===== config.mk =====
export PLATFORM = sky130hd
export DESIGN_NAME = rsa_restart_abort
export DESIGN_NICKNAME = d
export VERILOG_FILES = /design/src/rtl/rsa_pkg.sv /design/src/rtl/rsa_abort_flags.sv /design/src/rtl/rsa_axil_slave.sv /design/src/rtl/rsa_restart_abort.sv
export SDC_FILE = /design/constraint.sdc
export NUM_CORES = 1
export LEC_CHECK = 0
export ABC_AREA = 1
export BUFFER_PORTS_ARGS = -buffer_cell sky130_fd_sc_hd__buf_2
export CAP_MARGIN = 20
export CELL_PAD_IN_SITES_DETAIL_PLACEMENT = 2
export CELL_PAD_IN_SITES_GLOBAL_PLACEMENT = 2
export CORE_UTILIZATION = 20
export DETAILED_ROUTE_END_ITERATION = 10
export GPL_TIMING_DRIVEN = 0
export PLACE_DENSITY = 0.79
export SYNTH_ARGS = -nofsm -noshare
export SYNTH_HDL_FRONTEND = slang
export SYNTH_SLANG_ARGS = --single-unit
export TNS_END_PERCENT = 100

===== constraint.sdc =====
create_clock -name aclk -period 1.05 [get_ports aclk]
set_input_delay 0.0525 -clock aclk [delete_from_list [all_inputs] [get_ports aclk]]
set_output_delay 0.0525 -clock aclk [all_outputs]
set_load 0.02 [all_outputs]

===== src/rtl/rsa_pkg.sv =====
// package of the restart abort-source block: offsets, field positions, reset values, carriers
// assumes a 32-bit AXI4-Lite register bus with byte addresses on 8 bits
package rsa_pkg;
  localparam int ADDR_W = 8;
  localparam int DATA_W = 32;

  // register byte offsets
  localparam logic [7:0] OFF_CTRL = 8'h00;
  localparam logic [7:0] OFF_TARGET = 8'h04;
  localparam logic [7:0] OFF_CMD = 8'h08;
  localparam logic [7:0] OFF_ABORT_SRC = 8'h0C;
  localparam logic [7:0] OFF_CLR_ABORT = 8'h10;
  localparam logic [7:0] OFF_INT_STAT = 8'h14;
  localparam logic [7:0] OFF_INT_MASK = 8'h18;

  // field positions
  localparam int CTRL_HS_BIT = 2;
  localparam int CTRL_RESTART_BIT = 5;
  localparam int TAR_GC_START_BIT = 10;
  localparam int TAR_START_BYTE_OR_GC_SELECT_BIT = 11;
  localparam int CMD_START_BIT = 0;
  localparam int ABRT_HS_BIT = 8;
  localparam int ABRT_SBYTE_BIT = 9;
  localparam int INT_TX_ABORT_BIT = 0;

  // abort flag vector: index 0 high-speed, index 1 start byte
  localparam int N_FLAGS = 2;
  localparam int FLAG_HS = 0;
  localparam int FLAG_SBYTE = 1;
  localparam logic [1:0] REASSERT_MASK = 2'h2;

  // reset values and writable-bit masks
  localparam logic [31:0] CTRL_RST = 32'h0000_0020;
  localparam logic [31:0] TARGET_RST = 32'h0000_0000;
  localparam logic [31:0] MASK_RST = 32'h0000_0000;
  localparam logic [31:0] CTRL_WMASK = 32'h0000_0024;
  localparam logic [31:0] TARGET_WMASK = 32'h0000_0C00;
  localparam logic [31:0] INT_WMASK = 32'h0000_0001;

  localparam logic [1:0] RESP_OKAY = 2'h0;
  localparam logic [1:0] RESP_SLVERR = 2'h2;

  // one register write as taken from the bus
  typedef struct packed {
    logic [7:0] addr;
    logic [31:0] data;
    logic [3:0] strb;
  } rsa_wr_t;

  // configuration bits that decide whether an attempt aborts
  typedef struct packed {
    logic restart_en;
    logic speed_hs;
    logic start_byte_or_gc_select;
    logic gc_start;
  } rsa_cfg_t;
endpackage


===== src/rtl/rsa_abort_flags.sv =====
// bank of sticky abort-cause flags with a software clear
// assumes detect and clr are one-cycle pulses from the parent
`timescale 1ns/10ps
module rsa_abort_flags #(
  parameter int N = 2,
  parameter logic [1:0] REASSERT = 2'h2
) (
  input wire logic aclk, // system clock
  input wire logic aresetn, // synchronous reset, active low
  input wire logic [N-1:0] detect, // abort attempt seen, pulse
  input wire logic [N-1:0] cause, // abort cause still present, level
  input wire logic clr, // software clear, pulse
  output logic [N-1:0] flags // sticky flags
);
  import rsa_pkg::*;

  genvar i;
  generate
    for (i = 0; i < N; i++) begin : g_flag
      logic flag_reg;
      logic flag_next;
      logic again_reg;
      // a clear while the cause stands drops the flag for one cycle only where REASSERT[i] is set
      wire again_next = REASSERT[i] & clr & flag_reg & cause[i];
      // detection wins over a clear in the same cycle
      assign flag_next = detect[i] | again_reg | (flag_reg & ~clr);
      assign flags[i] = flag_reg;
      always_ff @(posedge aclk) begin
        if (!aresetn) begin
          flag_reg <= 1'b0;
          again_reg <= 1'b0;
        end else begin
          flag_reg <= flag_next;
          again_reg <= again_next;
        end
      end
    end
  endgenerate
endmodule


===== src/rtl/rsa_axil_slave.sv =====
// AXI4-Lite slave front end: one write and one read under way at a time
// assumes the parent decodes addresses and supplies read data combinationally
`timescale 1ns/10ps
module rsa_axil_slave (
  input wire logic aclk, // system clock
  input wire logic aresetn, // synchronous reset, active low
  input wire logic [7:0] awaddr, // write address
  input wire logic awvalid, // write address valid
  output logic awready, // write address ready
  input wire logic [31:0] wdata, // write data
  input wire logic [3:0] wstrb, // write byte enables
  input wire logic wvalid, // write data valid
  output logic wready, // write data ready
  output logic [1:0] bresp, // write response
  output logic bvalid, // write response valid
  input wire logic bready, // write response ready
  input wire logic [7:0] araddr, // read address
  input wire logic arvalid, // read address valid
  output logic arready, // read address ready
  output logic [31:0] rdata, // read data
  output logic [1:0] rresp, // read response
  output logic rvalid, // read data valid
  input wire logic rready, // read data ready
  output rsa_pkg::rsa_wr_t wr, // held write request
  output logic wr_fire, // one-cycle write strobe
  input wire logic wr_ok, // write address is mapped
  output logic rd_fire, // one-cycle read strobe
  input wire logic [31:0] rd_data, // read data for araddr
  input wire logic rd_ok // read address is mapped
);
  import rsa_pkg::*;

  logic aw_hold_reg;
  logic w_hold_reg;
  logic [7:0] addr_reg;
  logic [31:0] data_reg;
  logic [3:0] strb_reg;
  logic bvalid_reg;
  logic [1:0] bresp_reg;
  logic rvalid_reg;
  logic [1:0] rresp_reg;
  logic [31:0] rdata_reg;

  wire aw_take = awvalid & awready;
  wire w_take = wvalid & wready;
  assign awready = ~aw_hold_reg;
  assign wready = ~w_hold_reg;
  assign wr_fire = aw_hold_reg & w_hold_reg & ~bvalid_reg;
  assign wr = '{addr: addr_reg, data: data_reg, strb: strb_reg};
  assign arready = ~rvalid_reg;
  assign rd_fire = arvalid & arready;
  assign bvalid = bvalid_reg;
  assign bresp = bresp_reg;
  assign rvalid = rvalid_reg;
  assign rresp = rresp_reg;
  assign rdata = rdata_reg;

  always_ff @(posedge aclk) begin
    if (!aresetn) begin
      aw_hold_reg <= 1'b0;
      w_hold_reg <= 1'b0;
      addr_reg <= 8'h00;
      data_reg <= 32'h0000_0000;
      strb_reg <= 4'h0;
      bvalid_reg <= 1'b0;
      bresp_reg <= RESP_OKAY;
    end else begin
      if (aw_take) begin
        aw_hold_reg <= 1'b1;
        addr_reg <= awaddr;
      end else if (wr_fire) begin
        aw_hold_reg <= 1'b0;
      end
      if (w_take) begin
        w_hold_reg <= 1'b1;
        data_reg <= wdata;
        strb_reg <= wstrb;
      end else if (wr_fire) begin
        w_hold_reg <= 1'b0;
      end
      if (wr_fire) begin
        bvalid_reg <= 1'b1;
        bresp_reg <= wr_ok ? RESP_OKAY : RESP_SLVERR;
      end else if (bready) begin
        bvalid_reg <= 1'b0;
      end
    end
  end

  always_ff @(posedge aclk) begin
    if (!aresetn) begin
      rvalid_reg <= 1'b0;
      rresp_reg <= RESP_OKAY;
      rdata_reg <= 32'h0000_0000;
    end else if (rd_fire) begin
      rvalid_reg <= 1'b1;
      rresp_reg <= rd_ok ? RESP_OKAY : RESP_SLVERR;
      rdata_reg <= rd_ok ? rd_data : 32'h0000_0000;
    end else if (rready) begin
      rvalid_reg <= 1'b0;
    end
  end
endmodule


===== src/rtl/rsa_restart_abort.sv =====
// top of the restart abort-source block: register file, attempt detection, interrupt
// assumes an AXI4-Lite master on the system clock; one clock, synchronous reset
//
// Overview of operation
// - start byte with restart off sets flag
// - clear with start-byte cause present: reassert next cycle
// - cause removed: ordinary clear works
// - high-speed attempt with restart off sets flag
// - high-speed flag reads one when attempted
// - any abort raises transmit-abort interrupt
`timescale 1ns/10ps
module rsa_restart_abort (
  input wire logic aclk, // system clock, 50 MHz
  input wire logic aresetn, // synchronous reset, active low
  input wire logic [7:0] s_axi_awaddr, // write address
  input wire logic s_axi_awvalid, // write address valid
  output logic s_axi_awready, // write address ready
  input wire logic [31:0] s_axi_wdata, // write data
  input wire logic [3:0] s_axi_wstrb, // write byte enables
  input wire logic s_axi_wvalid, // write data valid
  output logic s_axi_wready, // write data ready
  output logic [1:0] s_axi_bresp, // write response
  output logic s_axi_bvalid, // write response valid
  input wire logic s_axi_bready, // write response ready
  input wire logic [7:0] s_axi_araddr, // read address
  input wire logic s_axi_arvalid, // read address valid
  output logic s_axi_arready, // read address ready
  output logic [31:0] s_axi_rdata, // read data
  output logic [1:0] s_axi_rresp, // read response
  output logic s_axi_rvalid, // read data valid
  input wire logic s_axi_rready, // read data ready
  output logic transmit_abort_event, // abort pulse to the rest of the unit
  output logic irq // level interrupt
);
  import rsa_pkg::*;

  rsa_wr_t wr;
  logic wr_fire;
  logic rd_fire;
  logic wr_ok;
  logic rd_ok;
  logic [31:0] rd_data;
  logic [31:0] controller_config_reg;
  logic [31:0] target_address_control_reg;
  logic [31:0] int_stat_reg;
  logic [31:0] int_mask_reg;
  logic [31:0] int_stat_next;
  logic event_reg;
  logic [N_FLAGS-1:0] flags;
  logic [N_FLAGS-1:0] detect;
  logic [N_FLAGS-1:0] cause;
  rsa_cfg_t cfg;

  function automatic logic [31:0] merge(input logic [31:0] old, input logic [31:0] nw,
                                        input logic [3:0] strb, input logic [31:0] wmask);
    logic [31:0] res;
    res = old;
    for (int b = 0; b < 4; b++) begin
      if (strb[b]) begin
        res[b*8 +: 8] = nw[b*8 +: 8];
      end
    end
    merge = res & wmask;
  endfunction

  rsa_axil_slave u_bus (
    .aclk(aclk),
    .aresetn(aresetn),
    .awaddr(s_axi_awaddr),
    .awvalid(s_axi_awvalid),
    .awready(s_axi_awready),
    .wdata(s_axi_wdata),
    .wstrb(s_axi_wstrb),
    .wvalid(s_axi_wvalid),
    .wready(s_axi_wready),
    .bresp(s_axi_bresp),
    .bvalid(s_axi_bvalid),
    .bready(s_axi_bready),
    .araddr(s_axi_araddr),
    .arvalid(s_axi_arvalid),
    .arready(s_axi_arready),
    .rdata(s_axi_rdata),
    .rresp(s_axi_rresp),
    .rvalid(s_axi_rvalid),
    .rready(s_axi_rready),
    .wr(wr),
    .wr_fire(wr_fire),
    .wr_ok(wr_ok),
    .rd_fire(rd_fire),
    .rd_data(rd_data),
    .rd_ok(rd_ok)
  );

  // write decode
  wire wr_ctrl = wr_fire & (wr.addr == OFF_CTRL);
  wire wr_target = wr_fire & (wr.addr == OFF_TARGET);
  wire wr_cmd = wr_fire & (wr.addr == OFF_CMD) & wr.strb[0];
  wire wr_mask = wr_fire & (wr.addr == OFF_INT_MASK);
  assign wr_ok = (wr.addr == OFF_CTRL) | (wr.addr == OFF_TARGET) | (wr.addr == OFF_CMD)
    | (wr.addr == OFF_INT_MASK);

  // read decode; read-only registers accept reads only
  wire rd_ctrl = s_axi_araddr == OFF_CTRL;
  wire rd_target = s_axi_araddr == OFF_TARGET;
  wire rd_cmd = s_axi_araddr == OFF_CMD;
  wire rd_src = s_axi_araddr == OFF_ABORT_SRC;
  wire rd_clr = s_axi_araddr == OFF_CLR_ABORT;
  wire rd_stat = s_axi_araddr == OFF_INT_STAT;
  wire rd_mask = s_axi_araddr == OFF_INT_MASK;
  assign rd_ok = rd_ctrl | rd_target | rd_cmd | rd_src | rd_clr | rd_stat | rd_mask;
  wire [31:0] abort_src = {22'h00_0000, flags, 8'h00};
  wire [31:0] clr_val = {31'h0000_0000, |flags};
  assign rd_data = rd_ctrl ? controller_config_reg
    : rd_target ? target_address_control_reg
    : rd_src ? abort_src
    : rd_clr ? clr_val
    : rd_stat ? int_stat_reg
    : rd_mask ? int_mask_reg
    : 32'h0000_0000;

  // configuration seen by the detectors
  assign cfg.restart_en = controller_config_reg[CTRL_RESTART_BIT];
  assign cfg.speed_hs = controller_config_reg[CTRL_HS_BIT];
  assign cfg.start_byte_or_gc_select = target_address_control_reg[TAR_START_BYTE_OR_GC_SELECT_BIT];
  assign cfg.gc_start = target_address_control_reg[TAR_GC_START_BIT];

  // a cause stands while its configuration would abort the next attempt;
  // software clears the start-byte cause through restart enable, start_byte_or_gc_select or gc/start, the high-speed one through restart enable or high speed
  assign cause[FLAG_SBYTE] = ~cfg.restart_en & cfg.start_byte_or_gc_select & cfg.gc_start;
  assign cause[FLAG_HS] = ~cfg.restart_en & cfg.speed_hs;
  wire start_attempt = wr_cmd & wr.data[CMD_START_BIT];
  assign detect[FLAG_SBYTE] = start_attempt & cause[FLAG_SBYTE];
  assign detect[FLAG_HS] = start_attempt & cause[FLAG_HS];

  // reading the abort clear register clears the abort source bits; the start-byte bit sets again a cycle later while its cause stands
  wire abort_clr = rd_fire & rd_clr;

  rsa_abort_flags #(
    .N(N_FLAGS),
    .REASSERT(REASSERT_MASK)
  ) u_flags (
    .aclk(aclk),
    .aresetn(aresetn),
    .detect(detect),
    .cause(cause),
    .clr(abort_clr),
    .flags(flags)
  );

  // interrupt status: sticky, read-clear, a new event wins over the clear
  wire abort_now = |detect;
  wire stat_clr = rd_fire & (rd_stat | rd_clr);
  always_comb begin
    int_stat_next = stat_clr ? 32'h0000_0000 : int_stat_reg;
    int_stat_next[INT_TX_ABORT_BIT] = abort_now | int_stat_next[INT_TX_ABORT_BIT];
  end
  assign irq = |(int_stat_reg & int_mask_reg);
  assign transmit_abort_event = event_reg;

  always_ff @(posedge aclk) begin
    if (!aresetn) begin
      controller_config_reg <= CTRL_RST;
      target_address_control_reg <= TARGET_RST;
      int_mask_reg <= MASK_RST;
    end else begin
      if (wr_ctrl) begin
        controller_config_reg <= merge(controller_config_reg, wr.data, wr.strb, CTRL_WMASK);
      end
      if (wr_target) begin
        target_address_control_reg <= merge(target_address_control_reg, wr.data, wr.strb,
                                            TARGET_WMASK);
      end
      if (wr_mask) begin
        int_mask_reg <= merge(int_mask_reg, wr.data, wr.strb, INT_WMASK);
      end
    end
  end

  always_ff @(posedge aclk) begin
    if (!aresetn) begin
      int_stat_reg <= 32'h0000_0000;
      event_reg <= 1'b0;
    end else begin
      int_stat_reg <= int_stat_next;
      event_reg <= abort_now;
    end
  end
endmodule


==> metrics.txt <==
antenna-violating nets left=0; Max clock buf depth=2; global-route wire length before repair=9400 µm; Post-synth EDFFs=0; final setup vio count=12; post-layout power=3.35 mW; clk sinks=38; Sw Ratio=0.297; share of layout cells above drive strength 1=0.420; #FFs+latches synth=38; R2R Setup Slk=-0.17 ns; Final Util=0.310; cells on worst reg2reg path=6; critical path capture point type=flip-flop; Final WS setup=-0.166 ns; predominant post-synthesis flop cell=dfxtp_1; synthesized area=1930 µm²; Mapped Cells=268; RSZ-0062 raised after global routing=yes; post-synthesis async set-or-reset flop share=0; syn_area_per_cell=7.20 µm²; Post-Route WL=5940 µm; core area=9280 µm²; CP arrival=1.40 ns; routability cong.=0.758; distinct cell type count after synthesis=27; initial antenna violation count=0; GRT Residual Overflow=0; H-tree levels=2; final hold violation count=0; status=finished, violations left; Finished Layout Cells=498; critical path type=flip-flop to flip-flop; Worst Skew=0.00614 ns; origin of the critical flop-to-flop path=u_bus.addr_reg[3]; CTS tree=yes; sequential cell area fraction in the yosys report=0.394; Largest register FFs=8; failing checks=negative setup slack; Leak=1.38 nW; FF-to-FF End=int_mask_reg[0]; CTS root buffer=clkbuf_8; Num CTS Buffers=5; Avg WL per Cell=11.9 µm; area share of the largest cell type after synthesis=0.394; Hold Crit Depth=3; total die area=10100 µm²; DR vias/cell=4.03; clock network power share=0.310; Final Cycle Share=1.16; clock latency on the worst-skew pair=0.28 ns; largest net degree at the start of global routing=12; Sw Pwr=0.994 mW; Hold Worst Slack=0.0130 ns; startpoint type of the worst setup path=flip-flop; top post-synthesis cells by area=dfxtp_1 39%, buf_4 11%, nor2_1 8.9%; Die Y=100 µm; die width=100 µm; Initial Utilization=0.208; Layout area overhead=48.9%; Worst-Margin Slew=0.690 ns; DR pass1 iterations=4; vias in the first global route=1950; Hold Crit Start=s_axi_wdata[2]; Clk pin slew, worst setup/hold paths=0.08 ns; Place WS=-0.222 ns; Placed Cells=467; Final min period=1.22 ns; Detail Placement HPWL=4410 µm; n_diodes=0; area leader, netlist=dfxtp_1; MaxCap Viol Count=0; DR vias=2007; sequential share of power=0.470; num ports=102; Min-Delay Path Class=input port to flip-flop; Rows=35; initial drt markers=23; Max Clk Rate=0.822 GHz; Hold Path End=u_bus.data_reg[2]; max-slew violations=0; Power Dens Cells=1170 nW/µm²; worst-path maximum fanout=3; Pint=2.36 mW; VDD IR max=657 µV; synthesis warning total=0; worst path required time=1.23 ns; normalized max-slew margin=0.540; final net count=427; All-Layer GR Usage=0.120; combinational power share=0.220; Port Buffers=44; drc violations=0
==> layout make-up <==
class	count	area (µm²)
fill	1146	6410
multi-input combinational	191	1040
sequential	38	787
timing repair buffer	67	422
buffer	33	241
tap	129	161
inverter	32	133
clock buffer	7	86.3
clock inverter	1	5.00
==> worst max-delay path: stages, from the launching register on <==
cell and delay (ns):
dfxtp_4 0.37, inv_2 0.07, nor2_4 0.16, nand4_1 0.17, buf_4 0.18, nor3_2 0.11
nor2_1 0.06
==> power by group through the flow <==
| stage | combinational [mW] | clock, mW | sequential, mW |
|---|---|---|---|
| after floorplan | 0.415 | 0 | 1.60 |
| after global placement | 0.559 | 0 | 1.59 |
| after detailed placement | 0.579 | 0 | 1.60 |
| after CTS | 0.661 | 1.06 | 1.57 |
| after global routing | 0.810 | 1.15 | 1.58 |
| final | 0.739 | 1.04 | 1.58 |
==> metal layers <==
layer / part of all wire / global-route usage / vias to the layer above
li1: - / - / 990
met4: 0.0032 / 0.0167 / 0
met5: 0 / 0 / -
met2: 0.57 / 0.237 / 48
met3: 0.045 / 0.0265 / 2
met1: 0.38 / 0.133 / 967
==> worst max path at each step <==
stage / from / endpoint / depth (start not counted)
global placement: u_bus.aw_hold_reg / u_bus.addr_reg[3] / 5
global route: u_bus.addr_reg[3] / int_mask_reg[0] / 6
CTS: u_bus.aw_hold_reg / u_bus.addr_reg[3] / 5
finish: u_bus.addr_reg[3] / int_mask_reg[0] / 6
detailed placement: u_bus.aw_hold_reg / u_bus.addr_reg[3] / 5
floorplan: u_bus.bvalid / u_flags.g_flag[1].flag_reg / 9
==> cell usage in the layout (no fill, tap or decap), types with 6 or more instances in the layout <==
| master | count |
|---|---|
| a21oi_1 | 15 |
| dfxtp_1 | 25 |
| clkbuf_8 | 6 |
| buf_4 | 43 |
| nand3_1 | 13 |
| nand2_2 | 6 |
| dfxtp_2 | 9 |
| nor2_1 | 40 |
| buf_2 | 44 |
| o21ai_0 | 14 |
| conb_1 | 27 |
| nor2_4 | 12 |
| nand2_1 | 34 |
| inv_1 | 27 |
| dlygate4sd3_1 | 6 |
==> synth_stat cells, types with 2 or more instances <==
library cell and number:
dfxtp_1 38, nor2_1 46, buf_2 3, nand4_1 2
inv_1 29, nand3_1 16, nor3_1 3, inv_2 3
buf_4 28, nand2_2 4, nor2_4 5, clkbuf_1 2
a21oi_1 18, o21ai_0 17, o21ai_1 2, nor2_2 3
nand2_1 39
==> cell families (layout without fill, tap and decap cells) <==
| group | Yosys count | after routing | share of synthesized area |
|---|---|---|---|
| simple gates | 122 | 122 | 0.304 |
| buf+inv | 65 | 140 | 0.183 |
| compound gates | 42 | 42 | 0.117 |
| flops | 38 | 38 | 0.394 |
| other cells | 1 | 27 | 0.00194 |
==> timing repair <==
item | CTS | global route
buffers inserted | 5 | 11
endpoints found under the setup margin | 26 | 30
pin swaps | 6 | 10
gates cloned | 1 | 0
hold endpoints to repair | 6 | 0
resized for setup | 24 | 31
hold buffers | 6 | 0
==> through the flow <==
stage / cell area, µm² / setup TNS, ns
6_report: 2880 / -1.08
4_1_cts: 2710 / -1.35
5_1_grt: 2880 / -2.26
3_3_place_gp: 2430 / -2.01
2_1_floorplan: 2050 / 0
3_5_place_dp: 2430 / -3.52
(Power assumes the default switching activity.)
